<file path="config.mk">
export PLATFORM = sky130hd
export DESIGN_NAME = timer_slave_mode_trigger_ctrl
export DESIGN_NICKNAME = d
export VERILOG_FILES = /design/src/design/pin_sync.v /design/src/design/timer_slave_mode_trigger_ctrl.v
export VERILOG_INCLUDE_DIRS = /design/src /design/src/design
export SDC_FILE = /design/constraint.sdc
export NUM_CORES = 1
export LEC_CHECK = 0
export BUFFER_PORTS_ARGS = -buffer_cell sky130_fd_sc_hd__buf_4
export CAP_MARGIN = 30
export CELL_PAD_IN_SITES_DETAIL_PLACEMENT = 2
export CELL_PAD_IN_SITES_GLOBAL_PLACEMENT = 2
export CORE_MARGIN = 1.5
export CORE_UTILIZATION = 30
export CTS_BUF_LIST = sky130_fd_sc_hd__clkbuf_16
export DETAILED_ROUTE_END_ITERATION = 8
export HOLD_SLACK_MARGIN = 0.03
export PLACE_DENSITY = 0.85
export SLEW_MARGIN = 20
export SYNTH_ARGS = -nofsm -noshare
export SYNTH_HDL_FRONTEND = slang
export SYNTH_HIERARCHICAL = 1
export SYNTH_SLANG_ARGS = --single-unit
</file>
<file path="constraint.sdc">
create_clock -name aclk -period 3.86 [get_ports aclk]
set_input_delay 0.579 -clock aclk [delete_from_list [all_inputs] [get_ports aclk]]
set_output_delay 0.579 -clock aclk [all_outputs]
set_load 0.03 [all_outputs]
</file>
<file path="src/design/slave_ctrl_defs.vh">
/*
 register offsets, field positions and reset values of the timer
 slave-mode controller; included by its bare name, definitions only
*/
`ifndef SLAVE_CTRL_DEFS_VH
`define SLAVE_CTRL_DEFS_VH

`define OFF_SLAVE_CFG 4'h8
`define OFF_ENABLE 4'hC
`define OFF_FLAGS 4'h0
`define OFF_COUNT 4'h4
`define SLAVE_CFG_RESET 8'h00
`define ENABLE_RESET 15'h0
`define ENABLE_MASK 32'h00005F5F
`define CFG_MASK 32'h000000FF
`define FLAG_MASK 32'h0000005F

`define POS_SMC_LO 0
`define POS_SMC_HI 2
`define POS_COMPARE_CLEAR_SELECT 3
`define POS_TRIGGER_SELECT_LO 4
`define POS_TRIGGER_SELECT_HI 6
`define POS_MSM 7

`define POS_UPDATE_IRQ_ENABLE 0
`define POS_CHIE_LO 1
`define POS_TRIGGER_IRQ_ENABLE 6
`define POS_UPDATE_DMA_ENABLE 8
`define POS_CHDEN_LO 9
`define POS_TRIGGER_DMA_ENABLE 14

`define SMC_DISABLE 3'h0
`define SMC_QUAD0 3'h1
`define SMC_QUAD1 3'h2
`define SMC_QUAD2 3'h3
`define SMC_RESTART 3'h4
`define SMC_PAUSE 3'h5
`define SMC_EVENT 3'h6
`define SMC_EXTCLK0 3'h7

`define TRIGGER_SELECT_CH0_EDGE 3'h4
`define TRIGGER_SELECT_CH0_FILT 3'h5
`define TRIGGER_SELECT_CH1_FILT 3'h6
`define TRIGGER_SELECT_EXT 3'h7

`define RESP_OKAY 2'h0
`define RESP_SLVERR 2'h2

`endif

</file>
<file path="src/design/pin_sync.v">
/*
 two-flop synchroniser for a vector of asynchronous inputs
 assumes one clock and a synchronous active-low reset
*/
`timescale 1ns/1ps
module pin_sync #(
    parameter WIDTH = 8
) (
    input wire aclk,
    input wire aresetn,
    input wire [WIDTH-1:0] async_in,
    output reg [WIDTH-1:0] sync_out
);
    reg [WIDTH-1:0] stage1;

    always @(posedge aclk) begin
        if (!aresetn) begin
            stage1 <= {WIDTH{1'b0}};
            sync_out <= {WIDTH{1'b0}};
        end else begin
            stage1 <= async_in;
            sync_out <= stage1;
        end
    end
endmodule

</file>
<file path="src/design/timer_slave_mode_trigger_ctrl.v">
/*
 slave-mode controller of a 16-bit timer: trigger selection, slave modes,
 quadrature decoding, compare-clear routing, event flags and gating of
 interrupt and dma requests; registers on an axi4-lite slave.
 assumes trigger and capture inputs are asynchronous and are synchronised
 here; channel capture/compare events come from same-clock logic.
*/
// The implementer's own choice: the AXI4-Lite register port.
`timescale 1ns/1ps
`include "slave_ctrl_defs.vh"
module timer_slave_mode_trigger_ctrl (
    input wire aclk,
    input wire aresetn,
    input wire [3:0] internal_trigger_in,
    input wire ch0_filtered_input,
    input wire ch1_filtered_input,
    input wire ext_trigger_prescaled,
    input wire ext_trigger_filtered,
    input wire compare_ref_clear_pin,
    input wire [3:0] cc_event,
    input wire [31:0] s_axi_awaddr,
    input wire s_axi_awvalid,
    output reg s_axi_awready,
    input wire [31:0] s_axi_wdata,
    input wire [3:0] s_axi_wstrb,
    input wire s_axi_wvalid,
    output reg s_axi_wready,
    output reg [1:0] s_axi_bresp,
    output reg s_axi_bvalid,
    input wire s_axi_bready,
    input wire [31:0] s_axi_araddr,
    input wire s_axi_arvalid,
    output reg s_axi_arready,
    output reg [31:0] s_axi_rdata,
    output reg [1:0] s_axi_rresp,
    output reg s_axi_rvalid,
    input wire s_axi_rready,
    output reg [15:0] count,
    output reg count_dir_down,
    output reg trigger_input,
    output reg compare_ref_clear_internal,
    output reg update_event,
    output reg irq,
    output reg [5:0] dma_req
);
    // ------------------------------------------------------------
    // input synchronisers
    // ------------------------------------------------------------
    wire [8:0] sync_q;
    wire [3:0] iti_s;
    wire ch0_s;
    wire ch1_s;
    wire etp_s;
    wire etf_s;

    pin_sync #(.WIDTH(9)) u_sync (
        .aclk(aclk),
        .aresetn(aresetn),
        .async_in({compare_ref_clear_pin, ext_trigger_filtered, ext_trigger_prescaled,
                   ch1_filtered_input, ch0_filtered_input, internal_trigger_in}),
        .sync_out(sync_q)
    );
    assign iti_s = sync_q[3:0];
    assign ch0_s = sync_q[4];
    assign ch1_s = sync_q[5];
    assign etp_s = sync_q[6];
    assign etf_s = sync_q[7];

    // ------------------------------------------------------------
    // registers
    // ------------------------------------------------------------
    reg [7:0] slave_cfg;
    reg [14:0] dma_irq_enable;
    reg [6:0] flags;
    reg counter_enable_bit;
    reg ch0_prev;
    reg ch1_prev;
    reg trg_prev;

    wire [2:0] slave_mode_code = slave_cfg[`POS_SMC_HI:`POS_SMC_LO];
    wire [2:0] trigger_select = slave_cfg[`POS_TRIGGER_SELECT_HI:`POS_TRIGGER_SELECT_LO];
    wire compare_clear_select = slave_cfg[`POS_COMPARE_CLEAR_SELECT];
    wire sync_start_enable = slave_cfg[`POS_MSM];

    // ------------------------------------------------------------
    // trigger selection
    // ------------------------------------------------------------
    wire ch0_edge_detect = ch0_s ^ ch0_prev;
    reg trg_sel;

    always @* begin
        case (trigger_select)
            `TRIGGER_SELECT_CH0_EDGE: trg_sel = ch0_edge_detect;
            `TRIGGER_SELECT_CH0_FILT: trg_sel = ch0_s;
            `TRIGGER_SELECT_CH1_FILT: trg_sel = ch1_s;
            `TRIGGER_SELECT_EXT: trg_sel = etp_s;
            default: trg_sel = iti_s[trigger_select[1:0]];
        endcase
    end

    wire trg_rise = trg_sel & ~trg_prev;
    wire trg_fall = ~trg_sel & trg_prev;
    wire is_pause = (slave_mode_code == `SMC_PAUSE);
    wire trigger_event = is_pause ? (trg_rise | trg_fall) : trg_rise;

    // ------------------------------------------------------------
    // counting step
    // ------------------------------------------------------------
    wire ch0_edge = ch0_s ^ ch0_prev;
    wire ch1_edge = ch1_s ^ ch1_prev;
    reg step;
    reg step_down;
    reg restart;

    always @* begin
        step = 1'b0;
        step_down = count_dir_down;
        restart = 1'b0;
        case (slave_mode_code)
            `SMC_DISABLE: begin
                step = counter_enable_bit;
            end
            `SMC_QUAD0: begin
                step = ch1_edge;
                step_down = ch1_edge & (ch1_s ^ ch0_s);
            end
            `SMC_QUAD1: begin
                step = ch0_edge;
                step_down = ch0_edge & ~(ch0_s ^ ch1_s);
            end
            `SMC_QUAD2: begin
                step = ch0_edge | ch1_edge;
                step_down = ch0_edge ? ~(ch0_s ^ ch1_s) : (ch1_s ^ ch0_s);
            end
            `SMC_RESTART: begin
                restart = trg_rise;
                step = counter_enable_bit & ~trg_rise;
            end
            `SMC_PAUSE: begin
                step = counter_enable_bit & trg_sel;
            end
            `SMC_EVENT: begin
                step = counter_enable_bit;
            end
            `SMC_EXTCLK0: begin
                step = trg_rise;
            end
            default: begin
                step = 1'b0;
            end
        endcase
    end

    // event mode and sync start both set the enable on a trigger rise
    wire start_evt = trg_rise & ((slave_mode_code == `SMC_EVENT) | sync_start_enable);

    // ------------------------------------------------------------
    // axi4-lite slave
    // ------------------------------------------------------------
    reg aw_held;
    reg aw_hi_ok;
    reg w_held;
    reg [3:0] aw_idx;
    reg [31:0] w_data;
    reg [3:0] w_strb;
    wire do_write = aw_held & w_held & ~s_axi_bvalid;
    wire [31:0] wr_mask = {{8{w_strb[3]}}, {8{w_strb[2]}}, {8{w_strb[1]}}, {8{w_strb[0]}}};
    wire [31:0] en_wide = {17'h0, dma_irq_enable};
    wire [31:0] cfg_wide = {24'h000000, slave_cfg};
    wire [31:0] en_next = (en_wide & ~wr_mask) | (w_data & wr_mask & `ENABLE_MASK);
    wire [31:0] cfg_next = (cfg_wide & ~wr_mask) | (w_data & wr_mask & `CFG_MASK);
    wire wr_en = do_write & aw_hi_ok & (aw_idx == `OFF_ENABLE);
    wire wr_cfg = do_write & aw_hi_ok & (aw_idx == `OFF_SLAVE_CFG);
    wire wr_flag = do_write & aw_hi_ok & (aw_idx == `OFF_FLAGS) & w_strb[0];
    wire wr_cnt = do_write & aw_hi_ok & (aw_idx == `OFF_COUNT);
    wire wr_ok = (aw_idx == `OFF_ENABLE) | (aw_idx == `OFF_SLAVE_CFG) |
                 (aw_idx == `OFF_FLAGS) | (aw_idx == `OFF_COUNT);

    always @(posedge aclk) begin
        if (!aresetn) begin
            s_axi_awready <= 1'b1;
            s_axi_wready <= 1'b1;
            s_axi_bvalid <= 1'b0;
            s_axi_bresp <= `RESP_OKAY;
            aw_held <= 1'b0;
            aw_hi_ok <= 1'b0;
            w_held <= 1'b0;
            aw_idx <= 4'h0;
            w_data <= 32'h00000000;
            w_strb <= 4'h0;
        end else begin
            if (s_axi_awvalid & s_axi_awready) begin
                aw_held <= 1'b1;
                aw_idx <= s_axi_awaddr[3:0];
                aw_hi_ok <= (s_axi_awaddr[31:4] == 28'h0000000);
                s_axi_awready <= 1'b0;
            end
            if (s_axi_wvalid & s_axi_wready) begin
                w_held <= 1'b1;
                w_data <= s_axi_wdata;
                w_strb <= s_axi_wstrb;
                s_axi_wready <= 1'b0;
            end
            if (do_write) begin
                aw_held <= 1'b0;
                w_held <= 1'b0;
                s_axi_bvalid <= 1'b1;
                s_axi_bresp <= (wr_ok && aw_hi_ok) ? `RESP_OKAY : `RESP_SLVERR;
            end
            if (s_axi_bvalid & s_axi_bready) begin
                s_axi_bvalid <= 1'b0;
                s_axi_awready <= 1'b1;
                s_axi_wready <= 1'b1;
            end
        end
    end

    wire [3:0] ar_idx = s_axi_araddr[3:0];
    wire ar_hi_ok = (s_axi_araddr[31:4] == 28'h0000000);
    always @(posedge aclk) begin
        if (!aresetn) begin
            s_axi_arready <= 1'b1;
            s_axi_rvalid <= 1'b0;
            s_axi_rdata <= 32'h00000000;
            s_axi_rresp <= `RESP_OKAY;
        end else if (s_axi_arvalid & s_axi_arready) begin
            s_axi_arready <= 1'b0;
            s_axi_rvalid <= 1'b1;
            s_axi_rresp <= `RESP_OKAY;
            if (!ar_hi_ok) begin
                s_axi_rdata <= 32'h00000000;
                s_axi_rresp <= `RESP_SLVERR;
            end else begin
                case (ar_idx)
                    `OFF_FLAGS: s_axi_rdata <= {25'h0, flags} & `FLAG_MASK;
                    `OFF_COUNT: s_axi_rdata <= {14'h0, counter_enable_bit, count_dir_down, count};
                    `OFF_SLAVE_CFG: s_axi_rdata <= cfg_wide;
                    `OFF_ENABLE: s_axi_rdata <= en_wide;
                    default: begin
                        s_axi_rdata <= 32'h00000000;
                        s_axi_rresp <= `RESP_SLVERR;
                    end
                endcase
            end
        end else if (s_axi_rvalid & s_axi_rready) begin
            s_axi_rvalid <= 1'b0;
            s_axi_arready <= 1'b1;
        end
    end

    // ------------------------------------------------------------
    // configuration, counter and flags
    // ------------------------------------------------------------
    wire wrap_up = step & ~step_down & (count == 16'hFFFF);
    wire wrap_dn = step & step_down & (count == 16'h0000);
    wire next_update = restart | wrap_up | wrap_dn;
    wire [6:0] set_flags = {trigger_event, 1'b0, cc_event, next_update};
    wire [6:0] clr_flags = wr_flag ? ~w_data[6:0] : 7'h00;

    always @(posedge aclk) begin
        if (!aresetn) begin
            slave_cfg <= `SLAVE_CFG_RESET;
            dma_irq_enable <= `ENABLE_RESET;
            flags <= 7'h00;
            count <= 16'h0000;
            count_dir_down <= 1'b0;
            counter_enable_bit <= 1'b0;
            ch0_prev <= 1'b0;
            ch1_prev <= 1'b0;
            trg_prev <= 1'b0;
            update_event <= 1'b0;
        end else begin
            ch0_prev <= ch0_s;
            ch1_prev <= ch1_s;
            trg_prev <= trg_sel;
            update_event <= next_update;
            if (wr_cfg) begin
                slave_cfg <= cfg_next[7:0];
            end
            if (wr_en) begin
                dma_irq_enable <= en_next[14:0];
            end
            // set wins over a same-cycle software clear
            flags <= (flags & ~clr_flags) | set_flags;
            if (wr_cnt & w_strb[2]) begin
                counter_enable_bit <= w_data[17];
            end else if (start_evt) begin
                counter_enable_bit <= 1'b1;
            end
            if (restart) begin
                count <= 16'h0000;
            end else if (wr_cnt & w_strb[0] & w_strb[1]) begin
                count <= w_data[15:0];
            end else if (step) begin
                count <= step_down ? count - 16'h0001 : count + 16'h0001;
            end
            if (slave_mode_code == `SMC_QUAD0 || slave_mode_code == `SMC_QUAD1 ||
                slave_mode_code == `SMC_QUAD2) begin
                if (step) begin
                    count_dir_down <= step_down;
                end
            end else if (wr_cnt & w_strb[2]) begin
                count_dir_down <= w_data[16];
            end
        end
    end

    // ------------------------------------------------------------
    // outputs: trigger, clear routing, interrupt and dma gating
    // ------------------------------------------------------------
    wire [3:0] ch_irq_en = dma_irq_enable[`POS_CHIE_LO+3:`POS_CHIE_LO];
    wire [3:0] ch_dma_en = dma_irq_enable[`POS_CHDEN_LO+3:`POS_CHDEN_LO];

    always @(posedge aclk) begin
        if (!aresetn) begin
            trigger_input <= 1'b0;
            compare_ref_clear_internal <= 1'b0;
            irq <= 1'b0;
            dma_req <= 6'h00;
        end else begin
            trigger_input <= trg_sel;
            compare_ref_clear_internal <= compare_clear_select ? etf_s : sync_q[8];
            irq <= (flags[0] & dma_irq_enable[`POS_UPDATE_IRQ_ENABLE]) |
                   (flags[6] & dma_irq_enable[`POS_TRIGGER_IRQ_ENABLE]) |
                   (|(flags[4:1] & ch_irq_en));
            dma_req <= {flags[6] & dma_irq_enable[`POS_TRIGGER_DMA_ENABLE],
                        flags[4:1] & ch_dma_en,
                        flags[0] & dma_irq_enable[`POS_UPDATE_DMA_ENABLE]};
        end
    end
endmodule

</file>
==> flow_summary.yaml <==
setup_path:
  cp_max_fo: 12
  cp_num_buf_inv: 1
  slowest_stage: "or4b_1"
  critPathTopFamily: "compound AO/OA/AOI/OAI gates"
  slowest_delay_ps: 510
  required_ps: 4230
  end_kind: "register"
  arrival_ps: 4000
  r2r-start: "u_sync/sync_out[4]"
  path_cells: "xor2_1 > ha_1 > or3b_1 > o221ai_2 > or2_1 > inv_2 > ha_1 > a211oi_2 > o21ai_2 > o211a_1 > o221a_2 > or4b_1 > nand3_1"
  start_kind: "register"
  path_class: "register to register"
  startpoint: "u_sync/sync_out[4]"
  crit_top_cell: "ha_1"
synthesis:
  synth.ff_latch_count: 130
  synth_edf_count: 0
  synth-compound-area-share: 0.169
  synth_top_family_by_area: "simple AND/OR/NAND/NOR gates"
  synth.area.top_cells: "dfxtp_1 41%, mux2i_1 5.7%, a21oi_1 5.3%"
  yosysSeqAreaShare: 0.415
  synth.distinct_cells: 70
  synth_cells: 707
  synth_common_cells: "130 x dfxtp_1, 75 x nand2_1, 66 x a21oi_1"
  synthAdderAreaFrac: 0.0351
  synth_top_area_frac: 0.415
  synthesis.area_mm2: 0.00628
  synthArstFlopShare: 0
  muxShareOfSynthArea: 0.0861
  synth_xor_area_frac: 0.0167
  yosys_warnings: 6
  synth_area_leader_cell: "dfxtp_1"
  synthSimpleGateAreaFrac: 0.221
  yosysMostFrequentCell: "dfxtp_1"
  postSynthAreaPerCell_um2: 8.88
  synth_flop_cell: "dfxtp_1"
final_layout:
  finalNonFillerCells: 1141
  fin_nets: 995
  drive_gt1_frac: 0.286
  area_delta_synth_final_pct: 31.6
  antenna_cells: 0
  final_util: 0.406
min_path:
  hold_start: "internal_trigger_in[0]"
  hold_path.class: "primary input to register"
timing:
  clock.fmax_mhz: 275
  clock_skew_ps: 8.32
  setup_viol_count_final: 0
  finalMaxSlewViolations: 0
  maxSlewHeadroom: 0.388
  final-hold-violation-count: 0
  timing.final.crit_share: 0.941
  period_needed_ps: 3630
  worst_slew_pin_slew_ps: 918
route:
  vias: 5992
  wl_met2_mm: 12.0
  wl_met1_mm: 9.99
  wl_met3_um: 767
  routed_wl_mm: 23.2
  topRoutingLayerUsed: "met4"
  route.antenna.remaining_nets: 0
  dr.pass1.iters: 5
  vias_per_cell: 5.25
  drc: 0
  avgRoutedWirePerCell_um: 20.3
  drt_iter0_drc: 239
clock_tree:
  cts_inserted_buffers: 17
  cts_buffer_depth: 2
  cts_tree: "built"
  insertion_delay_ps: 430
  cts_setup_buffers: 0
  cts-root-buf: "clkbuf_16"
  path_clk_slew_ps: 60
  htree_levels: 4
  cts.sinks: 130
power_and_ir_drop:
  total_power_w: 0.00326
  internal_power_w: 0.00240
  power_density_mw_per_mm2: 394
  p_sw_w: 0.000857
  power_frac_comb: 0.081
  netSwitchingFraction: 0.263
  leakage_nw: 3.56
  share_seq_of_total_power: 0.435
  clkPwrFrac: 0.485
  ir_drop_v: 0.000343
grt:
  antenna_found_initial: 0
  track_usage: 0.215
  grt_first_pass_wirelength_mm: 35.9
  overflow: 0
  grt_max_degree: 79
  grt_pass1_vias: 6415
floorplanning:
  die_h_um: 148
  initial_core_util: 0.308
  core-area_mm2: 0.0204
  fp-row-count: 52
  pin_count: 188
  die_area_mm2: 0.0218
  dieWidth_um: 148
placement:
  port_buffers: 156
  dp_cells: 1108
  hpwl_mm: 16.4
  routabilityCongestion: 0.828
outcome:
  status: "finished, final reports clean"
run:
  drv_cap: 0
==> layout make-up <==
type,count,area [um^2]
clock buffers,17,425
clock inverters,15,148
fillers,2239,12100
inverters,19,71.3
multi-input cells,521,3400
flip-flops and latches,130,2610
well taps,270,338
repair buffers,169,1270
==> path summary, 6_finish.rpt <==
| path | endpoint | slack [ps] | cells after the start |
|---|---|---|---|
| setup / recovery | count[15] | 230 | 13 |
| hold / removal | u_sync/stage1[0] | 370 | 2 |
| setup reg to reg | count[15] | 230 | 13 |
| hold reg to reg | u_sync/sync_out[4] | 440 | 1 |
==> per-layer routing <==
layer,vias to the layer above,GRT usage
li1,2825,-
met1,2993,0.262
met2,145,0.385
met3,29,0.0370
met4,0,0.0625
met5,-,0
==> metrics by stage <==
stage          setup TNS, ps  hold WS, ps  instance area [um^2]  worst slack (ps)
3_5_place_dp               0          428                  7650              73.8
6_report                   0          368                  8260               226
2_1_floorplan              0          409                  6330               426
4_1_cts                    0          353                  8230              30.5
3_3_place_gp               0          416                  7650               249
5_1_grt                -8.50          357                  8260             -8.50
==> worst reg2reg max path, cell delays in order, from the launching register on <==
cell and delay, ps:
dfxtp_2 360, xor2_1 180, ha_1 180, or3b_1 390, o221ai_2 230, or2_1 200
inv_2 150, ha_1 340, a211oi_2 290, o21ai_2 140, o211a_1 270, o221a_2 250
or4b_1 510, nand3_1 80
==> timing repair <==
action,4_1_cts,5_1_grt
gates resized for setup,0,7
hold buffers,0,0
hold endpoints to repair,0,0
setup endpoints to repair,0,5
==> logic make-up after synthesis <==
family,after synthesis
AND/OR/NAND/NOR,261
other,1
flip-flops,130
multiplexers,45
adder cells (fa/ha/maj),17
buffers and inverters,71
AO/OA/AOI/OAI,170
XOR/XNOR,12
==> cells in the final DEF (no fill, tap or decap), drive strengths merged, types with 4 or more instances in the layout <==
cell,instances
a22oi,8
dfxtp,130
clkinv,4
nor2,56
a31oi,9
inv,25
a41oi,6
nand2,75
ha,16
nand2b,13
clkinvlp,4
xor2,4
nor4,21
mux4,7
nor2b,4
o21a,4
and3,12
conb,16
nand4,10
buf,169
o21ai,34
and2,25
xnor2,8
a2bb2oi,7
nor3,8
or4,4
or3,4
a21o,8
or3b,4
clkbuf,17
a21oi,66
nand3,8
mux2i,36
o211ai,4
==> power groups by stage <==
stage	Combinational (W)	Sequential, W	Clock (W)
4_1_cts	0.000263	0.00141	0.00160
2_1_floorplan	0.000133	0.00144	0
3_5_place_dp	0.000258	0.00144	0
6_report	0.000262	0.00142	0.00158
5_1_grt	0.000285	0.00142	0.00166
3_3_place_gp	0.000249	0.00144	0
No activity file was read; power rests on OpenSTA's default activity.
